--- config.mk ---
export PLATFORM = sky130hd
export DESIGN_NAME = sfd_sequencer
export DESIGN_NICKNAME = d
export VERILOG_FILES = /design/src/verilog/sfd_pkg.sv /design/src/verilog/sfd_sequencer.sv /design/src/verilog/sfd_channel.sv
export SDC_FILE = /design/constraint.sdc
export NUM_CORES = 1
export LEC_CHECK = 0
export ABC_CLOCK_PERIOD_IN_PS = 2370
export BUFFER_PORTS_ARGS = -buffer_cell sky130_fd_sc_hd__clkbuf_2
export CORE_MARGIN = 2
export CORE_UTILIZATION = 55
export CTS_CLUSTER_DIAMETER = 30
export DETAILED_ROUTE_END_ITERATION = 12
export GPL_TIMING_DRIVEN = 0
export HOLD_SLACK_MARGIN = 0.06
export PLACE_DENSITY = 0.78
export SETUP_SLACK_MARGIN = 0.5
export SLEW_MARGIN = 10
export SYNTH_ARGS = -nofsm -noshare
export SYNTH_HDL_FRONTEND = slang
export SYNTH_SLANG_ARGS = --single-unit
--- constraint.sdc ---
create_clock -name clk -period 2.37 [get_ports clk]
set_clock_uncertainty 0.1 [all_clocks]
set_input_delay 0.3555 -clock clk [delete_from_list [all_inputs] [get_ports clk]]
set_output_delay 0.3555 -clock clk [all_outputs]
set_load 0.005 [all_outputs]
--- src/verilog/sfd_pkg.sv ---
// package of constants for the speaker fault diagnostic sequencer
// assumes a single 200 MHz clock and synchronous analog comparator inputs
// Function
// leaving standby with diagnostics requested runs a turn-on load test
// turn-on result held until a new pulse follows a host read
// standby exit plus diag enable together: pulse first, stage stays off
// once biased switch to permanent diagnostics, keep result until short
// outputs latched at end of the 100 ms pulse top
// line-driver load thresholds only with 16 dB gain and line-driver diag
// permanent diagnostics see ground, supply, load shorts and offset
// restart mode: faulted channel alone shuts down, rechecked every 1 ms
// diagnostic mode enabled by host, self-activates on overload
// overload gone at 1 ms recheck: skip diagnostic, channel back on
// overload still there at 1 ms recheck: run 100 ms diagnostic cycle
// after cycle channel restarts, results stored, next cycle after read
// offset beyond 2 V stable over test time is flagged
// host runs offset test only with low or zero signal
// overload protection during test suppresses offset and AC results
// tweeter present only with at least 3 peaks above 500 mA
// host plays test tone for at least 3 sine cycles
// simultaneous faults reported one after another over read cycles; code latches only the prioritised fault, so later reads repeat it
// double faults prioritised: supply dominates, sink ground plus open
// pulse source is positive on front-left, rear-right, else negative
// permanent diagnostics never report open load
// each host read re-arms all cycles and returns previous results
// first status byte flags a terminated diagnostic cycle
// host selects line-driver thresholds and current detection bits
package sfd_pkg;
  localparam int CLK_MHZ = 200;
  localparam int CHECK_US = 1000;
  localparam int CYCLE_MS = 100;
  localparam int TICK_CYCLES = CLK_MHZ * CHECK_US;
  localparam int CYCLE_TICKS = CYCLE_MS;
  localparam logic [1:0] PEAK_MIN = 2'h3;
  localparam logic [3:0] SRC_IS_POS = 4'h9;
  localparam logic [6:0] CHAN_RESET = 7'h00;
  typedef enum logic [3:0] {
    SFD_IDLE = 4'h1,
    SFD_WAIT = 4'h2,
    SFD_DIAG = 4'h4,
    SFD_DONE = 4'h8
  } sfd_state_e;
endpackage

--- src/verilog/sfd_sequencer.sv ---
// top of the diagnostic sequencer: four channels, turn-on pulse, offset
// and current detection; host bits arrive as plain ports already decoded
`timescale 1ns/1ps
module sfd_sequencer (
  input wire logic clk,
  input wire logic reset_n,
  input wire logic standby_off,
  input wire logic diag_enable,
  input wire logic offset_enable,
  input wire logic gain16,
  input wire logic line_diag_sel,
  input wire logic cur_det_enable,
  input wire logic host_write,
  input wire logic host_read,
  input wire logic [3:0] overload,
  input wire logic [3:0] gnd_pos,
  input wire logic [3:0] gnd_neg,
  input wire logic [3:0] sh_vs,
  input wire logic [3:0] sh_load_pa,
  input wire logic [3:0] sh_load_ld,
  input wire logic [3:0] open_pa,
  input wire logic [3:0] open_ld,
  input wire logic [3:0] offset_hi,
  input wire logic [3:0] peak_hi,
  output logic stage_enable,
  output logic pulse_on,
  output logic line_thresholds,
  output logic cycle_done,
  output logic offset_active,
  output logic [19:0] fault,
  output logic [3:0] perm_mode,
  output logic [3:0] chan_active,
  output logic [3:0] offset_flag,
  output logic [3:0] open_tweeter
);
  logic [17:0] div;
  logic tick;
  logic [6:0] pcnt;
  logic pulse_end, rearm, biased;
  logic [3:0] off_ok, cur_sup, peak_q;
  logic [1:0] peaks [4];
  logic [19:0] cfault;
  logic [3:0] cperm, cact, cdone;
  logic [3:0] sh_load, open_load;

  ////////////////////////////////////////////////////////////////////////
  // 1 ms time base
  always_ff @(posedge clk) begin
    if (!reset_n || div == 18'(sfd_pkg::TICK_CYCLES - 1)) div <= 18'h00000;
    else div <= div + 18'h00001;
  end
  assign tick = div == 18'(sfd_pkg::TICK_CYCLES - 1);
  assign rearm = host_read;
  assign biased = stage_enable;

  always_ff @(posedge clk) begin
    if (!reset_n) line_thresholds <= 1'b0;
    else line_thresholds <= gain16 && line_diag_sel;
  end
  assign sh_load = line_thresholds ? sh_load_ld : sh_load_pa;
  assign open_load = line_thresholds ? open_ld : open_pa;

  ////////////////////////////////////////////////////////////////////////
  // turn-on pulse: stage held in standby until pulse finishes
  always_ff @(posedge clk) begin
    if (!reset_n) begin
      pulse_on <= 1'b0;
      stage_enable <= 1'b0;
      pcnt <= sfd_pkg::CHAN_RESET;
    end else begin
      if (host_write && standby_off && diag_enable && !stage_enable &&
          !pulse_on) begin
        pulse_on <= 1'b1;
        pcnt <= sfd_pkg::CHAN_RESET;
      end else if (pulse_on) begin
        if (tick) pcnt <= pcnt + 7'h01;
        if (tick && pcnt == 7'(sfd_pkg::CYCLE_TICKS - 1)) begin
          pulse_on <= 1'b0;
          stage_enable <= standby_off;
        end
      end else if (!standby_off) begin
        stage_enable <= 1'b0;
      end else if (host_write && !diag_enable) begin
        stage_enable <= 1'b1;
      end
    end
  end
  assign pulse_end = pulse_on && tick &&
    pcnt == 7'(sfd_pkg::CYCLE_TICKS - 1);

  genvar g;
  generate
    for (g = 0; g < 4; g++) begin : g_ch
      sfd_channel u_ch (
        .clk(clk),
        .reset_n(reset_n),
        .tick(tick),
        .diag_en(diag_enable),
        .biased(biased),
        .overload(overload[g]),
        .src_pos(sfd_pkg::SRC_IS_POS[g]),
        .gnd_pos(gnd_pos[g]),
        .gnd_neg(gnd_neg[g]),
        .sh_vs(sh_vs[g]),
        .sh_load(sh_load[g]),
        .open_load(open_load[g]),
        .pulse_end(pulse_end),
        .rearm(rearm),
        .fault(cfault[g*5 +: 5]),
        .perm(cperm[g]),
        .active(cact[g]),
        .done(cdone[g])
      );
    end
  endgenerate

  ////////////////////////////////////////////////////////////////////////
  // readable copy: a read returns previous cycle and re-arms
  always_ff @(posedge clk) begin
    if (!reset_n) begin
      fault <= 20'h00000;
      perm_mode <= 4'h0;
      cycle_done <= 1'b0;
    end else begin
      fault <= cfault;
      perm_mode <= cperm;
      if (|cdone) cycle_done <= 1'b1;
      else if (host_read) cycle_done <= 1'b0;
    end
  end

  always_ff @(posedge clk) begin
    if (!reset_n) chan_active <= 4'h0;
    else chan_active <= cact & {4{stage_enable}};
  end

  ////////////////////////////////////////////////////////////////////////
  // offset and current detection
  always_ff @(posedge clk) begin
    if (!reset_n) begin
      offset_active <= 1'b0;
      off_ok <= 4'h0;
      offset_flag <= 4'h0;
    end else begin
      offset_active <= offset_enable;
      // nothing to publish while the test is switched off
      if (host_read) offset_flag <= off_ok & {4{offset_active}};
      if ((offset_enable && !offset_active) || host_read) begin
        off_ok <= 4'hF;
      end else if (offset_enable) begin
        off_ok <= off_ok & offset_hi & ~overload;
      end
    end
  end

  always_ff @(posedge clk) begin
    if (!reset_n) begin
      cur_sup <= 4'h0;
      open_tweeter <= 4'h0;
      peak_q <= 4'h0;
      for (int i = 0; i < 4; i++) peaks[i] <= 2'h0;
    end else begin
      peak_q <= peak_hi;
      for (int i = 0; i < 4; i++) begin
        // a peak spans many clocks: count rising edges only
        if (!cur_det_enable || host_read) begin
          peaks[i] <= 2'h0;
        end else if (peak_hi[i] && !peak_q[i] &&
            peaks[i] != sfd_pkg::PEAK_MIN) begin
          peaks[i] <= peaks[i] + 2'h1;
        end
        // overload in the read cycle still counts against the new period
        if (!cur_det_enable) cur_sup[i] <= 1'b0;
        else if (overload[i]) cur_sup[i] <= 1'b1;
        else if (host_read) cur_sup[i] <= 1'b0;
        if (host_read && cur_det_enable)
          open_tweeter[i] <= !cur_sup[i] &&
            peaks[i] != sfd_pkg::PEAK_MIN;
      end
    end
  end

  a_pulse_stby: assert property (@(posedge clk) disable iff (!reset_n)
    pulse_on |-> !stage_enable)
    else $error("stage enabled during pulse");
  a_line_sel: assert property (@(posedge clk) disable iff (!reset_n)
    gain16 && line_diag_sel |=> line_thresholds)
    else $error("line thresholds not selected");
  a_read_done: assert property (@(posedge clk) disable iff (!reset_n)
    host_read && !(|cdone) |=> !cycle_done)
    else $error("done flag kept after read");
  a_offset_sup: assert property (@(posedge clk) disable iff (!reset_n)
    offset_enable && offset_active && !host_read && overload[0]
    |=> !off_ok[0])
    else $error("offset not suppressed");
  a_tweet_ok: assert property (@(posedge clk) disable iff (!reset_n)
    host_read && cur_det_enable && peaks[0] == 2'h3 |=> !open_tweeter[0])
    else $error("tweeter wrongly open");
  c_pulse: cover property (@(posedge clk) pulse_end);
  c_done: cover property (@(posedge clk) cycle_done && host_read);
  c_tweet: cover property (@(posedge clk) open_tweeter[1]);
endmodule // sfd_sequencer

--- src/verilog/sfd_channel.sv ---
// one output channel: permanent overload handling and fault latching
// assumes comparator and protection inputs synchronous to clk
`timescale 1ns/1ps
module sfd_channel (
  input wire logic clk,
  input wire logic reset_n,
  input wire logic tick,
  input wire logic diag_en,
  input wire logic biased,
  input wire logic overload,
  input wire logic src_pos,
  input wire logic gnd_pos,
  input wire logic gnd_neg,
  input wire logic sh_vs,
  input wire logic sh_load,
  input wire logic open_load,
  input wire logic pulse_end,
  input wire logic rearm,
  output logic [4:0] fault,
  output logic perm,
  output logic active,
  output logic done
);
  sfd_pkg::sfd_state_e state;
  logic [6:0] cnt;
  logic gnd_src, gnd_snk;
  logic [4:0] next_fault;
  logic armed;

  assign gnd_src = src_pos ? gnd_pos : gnd_neg;
  assign gnd_snk = src_pos ? gnd_neg : gnd_pos;

  // fault = {open, load short, supply, gnd, reserved}
  always_comb begin
    next_fault = 5'h00;
    if (sh_vs) begin
      next_fault[2] = 1'b1;
      next_fault[1] = gnd_src;
    end else if (gnd_snk && open_load && !biased) begin
      next_fault[4] = 1'b1;
    end else if (gnd_src || gnd_snk) begin
      next_fault[1] = 1'b1;
    end else if (sh_load) begin
      next_fault[3] = 1'b1;
    end else if (open_load && !biased) begin
      next_fault[4] = 1'b1;
    end
  end

  ////////////////////////////////////////////////////////////////////////
  always_ff @(posedge clk) begin
    if (!reset_n) begin
      state <= sfd_pkg::SFD_IDLE;
      cnt <= sfd_pkg::CHAN_RESET;
      active <= 1'b1;
      perm <= 1'b0;
    end else begin
      case (state)
        sfd_pkg::SFD_IDLE: begin
          if (overload && biased) begin
            active <= 1'b0;
            cnt <= sfd_pkg::CHAN_RESET;
            state <= sfd_pkg::SFD_WAIT;
          end
        end
        sfd_pkg::SFD_WAIT: begin
          if (tick) begin
            if (!overload) begin
              active <= 1'b1;
              state <= sfd_pkg::SFD_IDLE;
            end else if (diag_en && armed) begin
              state <= sfd_pkg::SFD_DIAG;
            end
          end
        end
        sfd_pkg::SFD_DIAG: begin
          if (tick) begin
            cnt <= cnt + 7'h01;
            if (cnt == 7'(sfd_pkg::CYCLE_TICKS - 1)) begin
              perm <= 1'b1;
              state <= sfd_pkg::SFD_DONE;
            end
          end
        end
        default: begin
          if (tick && !overload) begin
            active <= 1'b1;
            state <= sfd_pkg::SFD_IDLE;
          end
        end
      endcase
      if (rearm && state == sfd_pkg::SFD_IDLE) perm <= 1'b0;
    end
  end

  // done is a one-cycle strobe, so the top can clear its flag on a read
  always_ff @(posedge clk) begin
    if (!reset_n) begin
      fault <= 5'h00;
      done <= 1'b0;
      armed <= 1'b1;
    end else begin
      done <= 1'b0;
      if (state == sfd_pkg::SFD_DIAG && tick &&
          cnt == 7'(sfd_pkg::CYCLE_TICKS - 1)) begin
        fault <= next_fault;
        done <= 1'b1;
        armed <= 1'b0;
      end else if (pulse_end) begin
        fault <= next_fault;
        done <= 1'b1;
        armed <= 1'b0;
      end else if (rearm) begin
        armed <= 1'b1;
      end
    end
  end

  a_fault_vs_dom: assert property (@(posedge clk) disable iff (!reset_n)
    pulse_end && sh_vs |=> fault[2] && !fault[3])
    else $error("supply short not dominant");
  a_restart_off: assert property (@(posedge clk) disable iff (!reset_n)
    state == sfd_pkg::SFD_IDLE && overload && biased |=> !active)
    else $error("faulted channel not shut down");
  a_skip_diag: assert property (@(posedge clk) disable iff (!reset_n)
    state == sfd_pkg::SFD_WAIT && tick && !overload |=> active)
    else $error("channel not reactivated");
endmodule // sfd_channel

# [Word-level counts from Yosys, hierarchy flattened]
# Memories as Yosys holds them, arrays and structs flattened.
# Index checks and enable logic that the tools add are counted.
[word_totals] regBits=150 latch_bits=0 ramBits=8 rom_bits=0 input_bits=50 word_cells=431 n_memories=1
[memory_table] memory="peaks" depth=4 word_bits=2 rd=4 rd_ports_with_merged_regs=0 write_ports=4 line="sfd_sequencer.sv:41" rtl="logic [1:0] peaks [4];"
[classes] n_addsub=10 n_mul=0 div=0 magnitude_cmp=0 eq_ne=48 n_shift=0 mux=172 bitwise_logic=19 reduce_logical=135
[op_table] op="two-way mux 4 bit" n=32
[op_table] op="two-way mux 1 bit" n=96
[op_table] op="logical AND 1 bit" n=59
[op_table] op="two-way mux 7 bit" n=8
[op_table] op="one-hot mux 7 bit (2 select lines)" n=4
[op_table] op="one-hot mux 4 bit (3 select lines)" n=4
[op_table] op="two-way mux 5 bit" n=8
[op_table] op="adder 7 x 1 -> 7 bit (second input constant)" n=5
[op_table] op="equality test 7 bit (second input constant)" n=5
[op_table] op="two-way mux 2 bit" n=16
[op_table] op="!= test 2 bit (second input constant)" n=14
[op_table] op="nonzero test 2 bit" n=14
[op_table] op="AND reduction 3 bit" n=9
[op_table] op="AND reduction 6 bit" n=4
[op_table] op="nonzero test 3 bit" n=8
[op_table] op="!= test 2 x 1 -> 1 bit (second input constant)" n=11
[op_table] op="AND reduction 5 bit" n=4
[op_table] op="adder 18 x 1 -> 18 bit (second input constant)" n=1
[op_table] op="equality test 18 bit (second input constant)" n=1
[op_table] op="logical NOT 1 bit" n=18
[op_table] op="bitwise AND 4 bit" n=4
[op_table] op="equality test 4 x 1 -> 1 bit (second input constant)" n=4
[op_table] op="equality test 4 x 2 -> 1 bit (second input constant)" n=4
[op_table] op="equality test 4 x 3 -> 1 bit (second input constant)" n=4
[op_table] op="12 further kinds" n=47

# [Logic depth before layout (Yosys ltp)]
[logic_depth] depth_word=9 depth_mapped=8 depth_no_buf=7

# [Hierarchy]
# Synthesis repeated with hierarchy kept, for this count alone.
[unflattened] hier_cells=791 area_unflattened_um2=7144.4
[by_module_without_submodules] mod="sfd_channel" instances=4 cells_per_inst=112 area_each_um2=958.4 seq_area_each_um2=380.4
[by_module_without_submodules] mod="sfd_sequencer" instances=1 cells_per_inst=343 area_each_um2=3310.7 seq_area_each_um2=1801.7

# [Worst setup path before layout]
# Ideal clock, no wire load.
[synth_timing] path_type="register to register" from="reg pcnt[0]" to="reg g_ch[0].u_ch.fault[1]" setup_time_ns=0.128 arrival_ns=1.884 required_ns=2.142 setup_slack_ns=0.259 path_stages_with_launch=9 path_cell_list="dfxtp_1 -> ha_1 -> nand3_1 -> or4_4 -> or3_4 -> o31a_1 -> buf_2 -> mux2i_1 -> nor2_1"
[synth_via] elab_chain_cells=3
[synth_rtl] item="start, declared" line="sfd_sequencer.sv:38" rtl="logic [6:0] pcnt;"
[synth_rtl] item="start signal, assigned" line="sfd_sequencer.sv:69" rtl="pcnt <= sfd_pkg::CHAN_RESET;"
[synth_rtl] item="start signal, assigned" line="sfd_sequencer.sv:74" rtl="pcnt <= sfd_pkg::CHAN_RESET;"
[synth_rtl] item="start signal, assigned" line="sfd_sequencer.sv:76" rtl="if (tick) pcnt <= pcnt + 7'h01;"
[synth_rtl] item="equality test 7 bit" line="sfd_sequencer.sv:89" rtl="pcnt == 7'(sfd_pkg::CYCLE_TICKS - 1);"
[synth_rtl] item="logical AND 1 bit" line="sfd_sequencer.sv:88" rtl="assign pulse_end = pulse_on && tick &&"
[synth_rtl] item="nonzero test 2 bit (no source line)"
[synth_rtl] item="end signal, assigned" line="sfd_channel.sv:106" rtl="fault <= next_fault;"
[synth_rtl] item="end signal, assigned" line="sfd_channel.sv:110" rtl="fault <= next_fault;"
[synth_rtl] item="end, declared" line="sfd_channel.sv:19" rtl="output logic [4:0] fault,"
# No other way between the ends.
# A chain may end at the register's enable or synchronous reset.

# [Worst setup path after layout]
[layout_timing] from="reg div[6]" to="reg g_ch[3].u_ch.active"
[layout_via] elab_chain_cells=4
[layout_rtl] item="start, declared" line="sfd_sequencer.sv:36" rtl="logic [17:0] div;"
[layout_rtl] item="start signal, assigned" line="sfd_sequencer.sv:50" rtl="else div <= div + 18'h00001;"
[layout_rtl] item="equality test 18 bit (*)" line="sfd_sequencer.sv:52" rtl="assign tick = div == 18'(sfd_pkg::TICK_CYCLES - 1);"
[layout_rtl] item="logical AND 1 bit" line="sfd_channel.sv:86" rtl="if (tick && !overload) begin"
[layout_rtl] item="nonzero test 3 bit (no source line)"
[layout_rtl] item="AND reduction 5 bit (no source line) (*)"
[layout_rtl] item="end signal, assigned" line="sfd_channel.sv:61" rtl="active <= 1'b0;"
[layout_rtl] item="end signal, assigned" line="sfd_channel.sv:69" rtl="active <= 1'b1;"
[layout_rtl] item="end signal, assigned" line="sfd_channel.sv:87" rtl="active <= 1'b1;"
[layout_rtl] item="end, declared" line="sfd_channel.sv:21" rtl="output logic active,"
# Mark *: on every way between the ends. The rest lies on a longest branch, timed or not.

==> summary.md <==
| Metric | Value |
|---|---|
| Outcome | finished clean |
| Vias in the first global route | 6377 |
| Post-synth top area cell | dfxtp_1 |
| Initial DRC count | 706 |
| Antenna diode count | 0 |
| H-tree lvl count | 4 |
| DR DRC count | 0 |
| Crit start category | flip-flop |
| Hold Path Class | input pin to flip-flop |
| Synth-to-layout area growth | 39.2% |
| Mapped Cells | 795 |
| CTS Root Buffer Type | clkbuf_16 |
| Vias per cell | 5.97 |
| DP Worst Slack | 104 ps |
| Die area | 13600 µm² |
| 1st-pass router iterations | 6 |
| Initial core utilization | 55.9% |
| CTS tree | done |
| Fin crit period | 2220 ps |
| CP arrival | 2490 ps |
| CTS Buf Count | 17 |
| Worst R2R Path Depth | 7 |
| Port Buffers | 85 |
| Leak Pwr | 3.91 nW |
| Post-route ant nets | 0 |
| Synth unique cells | 78 |
| Clock tree buffer depth | 2 |
| Synth Flop Type | dfxtp_1 |
| Final Net Count | 1032 |
| DR vias | 6909 |
| Final WL | 22400 µm |
| Worst-Skew Late Latency | 440 ps |
| Worst Path Required | 2650 ps |
| Clock Sinks | 158 |
| RSZ-0062 raised after global routing | true |
| Asr flop ratio synth | 0% |
| Worst setup EP type | flip-flop |
| Mapped Area | 7000 µm² |
| Hold Fails Final Rpt | 0 |
| Worst-path maximum fanout | 5 |
| Relative slew slack | 40.4% |
| Sequential cell area fraction in the yosys report | 46.3% |
| Avg WL per Cell | 19.4 µm |
| Setup ws final | 153 ps |
| GP Congestion | 0.927 |
| First-pass GRT wire length | 30500 µm |
| Initial antenna violation count | 0 |
| Worst slew pin tran | 882 ps |
| Max-cap check violation count | 0 |
| Layout cells sized above 1 | 36.0% |
| Setup TNS | 0 ps |
| Max Freq | 451 MHz |
| Hold path cells | 3 |
| # setup viols final | 0 |
| Die Y | 117 µm |
| Max Slew Vio Count | 0 |
| Peak supply drop | 494 µV |
| Synth Warn # | 0 |
| GRT overflow | 0 |
| Core Rows | 41 |
| Clk slew on worst S/H paths | 70 ps |
| DP HPWL | 12000 µm |
| Yosys reg bits | 158 |
| Mean Syn Cell Area | 8.80 µm² |
| All-Layer GR Usage | 29.0% |
| Setup CP Type | flip-flop to flip-flop |
| Yosys top cell area share | 42.9% |
| Largest net degree at the start of global routing | 17 |
| Layout fillers | 774 |
| Placeable core region | 12500 µm² |
| Die X | 117 µm |
| Post-synth EDFFs | 8 |
| PD cells | 703 nW/µm² |
| Final period utilization | 93.6% |
| Synth top area cells | dfxtp_1, nor2_1, nand2_1 |
| I/O pin count | 91 |
-- power breakdown --
part	internal [mW]	total, mW	leakage, nW	switching (mW)
logic	0.456	1.09	2.29	0.631
registers	2.75	2.83	1.32	0.0823
clock network	1.70	2.92	0.305	1.23
total	4.91	6.85	3.91	1.94
-- synthesized netlist by cell type, types with 6 or more instances --
cell	count
nor4b_1	7
o21ai_0	41
mux2i_1	17
a31oi_1	6
ha_1	10
nand2_1	78
nor3_1	19
a211oi_1	6
nor3b_1	10
nor4_1	16
o31ai_1	8
nand2b_1	7
buf_4	6
xor2_1	14
inv_1	17
nand4_1	7
dfxtp_1	150
or3_1	10
xnor2_1	22
a21oi_1	48
and2_1	26
buf_2	11
edfxtp_1	8
clkbuf_1	15
nand3_1	40
nor2_1	95
and3_1	20
nor2b_1	10
-- flip-flops by register name, summed over array words and instances, names as in the netlist, 7 cells and up --
signal,cells
div,18
fault,16
g_ch.u_ch.cnt,28
g_ch.u_ch.fault,16
g_ch.u_ch.state,16
pcnt,7
peaks,8
-- cell type report --
type | instances | area (µm²) | area share (%)
multi-input combinational | 583 | 4240 | 43.5
sequential | 158 | 3270 | 33.5
timing repair buffer | 155 | 1010 | 10.4
clock buffer | 17 | 425 | 4.37
buffer | 40 | 319 | 3.28
tap | 172 | 215 | 2.21
clock inverter | 15 | 198 | 2.03
inverter | 17 | 63.8 | 0.655
-- per-layer routing --
metal	up-vias	global-route usage, %	routed length (µm)
met5	-	0	0
met4	0	14.0	1130
met2	406	47.9	10700
met1	3234	35.4	8740
met3	113	7.62	1860
li1	3156	-	-
-- placed cells by master (no fill, tap or decap), drive strengths merged, types with 8 or more instances in the layout --
cell	count
nor2b	10
edfxtp	8
and3	21
xor2	14
nor4b	8
nor3b	11
a21oi	50
dfxtp	150
xnor2	22
nand3	41
mux2i	17
or3	11
nand2	78
and2	27
ha	10
nor3	19
inv	26
o31ai	8
clkbuf	117
nor4	17
nor2	95
buf	88
o21ai	42
-- kinds of logic after synthesis --
group	Yosys count	synth area share, %
AND/OR/NAND/NOR	368	27.6
flip-flops	158	46.3
AO/OA/AOI/OAI	147	13.1
buffers and inverters	57	4.00
XOR/XNOR	36	4.51
multiplexers	18	2.59
adder cells (fa/ha/maj)	10	1.79
other	1	0.0536
-- final timing paths --
check	to	startpoint	slack (ps)
min	g_ch[0].u_ch.fault[2]	sh_vs[0]	110
min reg2reg	off_ok[1]	off_ok[1]	360
max	g_ch[3].u_ch.active	div[6]	150
max reg2reg	g_ch[3].u_ch.active	div[6]	150
-- critical path, cell delays in order (launching register included) --
cell and delay (ps):
dfxtp_4 350, nor4b_4 360, and4b_1 280, buf_6 150
a31oi_2 110, or3_4 460, a211o_1 250, nand4_1 100
-- stage by stage --
stage / hold slack (ps) / util, % / std cells / cell area [µm²] / total power [mW]
global placement: 335 / 62.3 / 1055 / 7800 / 3.59
detailed placement: 340 / 62.3 / 1055 / 7800 / 3.60
finish: 106 / 77.8 / 1157 / 9740 / 6.85
global route: 112 / 77.8 / 1157 / 9740 / 7.04
CTS: 82.3 / 72.5 / 1129 / 9080 / 6.63
floorplan: 321 / - / 798 / 7160 / 3.39
-- timing repair --
item	4_1_cts	5_1_grt
hold buffers	6	0
resized for setup	81	115
setup buffers	35	26
pin swaps	40	53
cloned	1	2
endpoints found under the setup margin	100	106
endpoints found under the hold margin	5	0
Power figures use the tool's default switching activity.
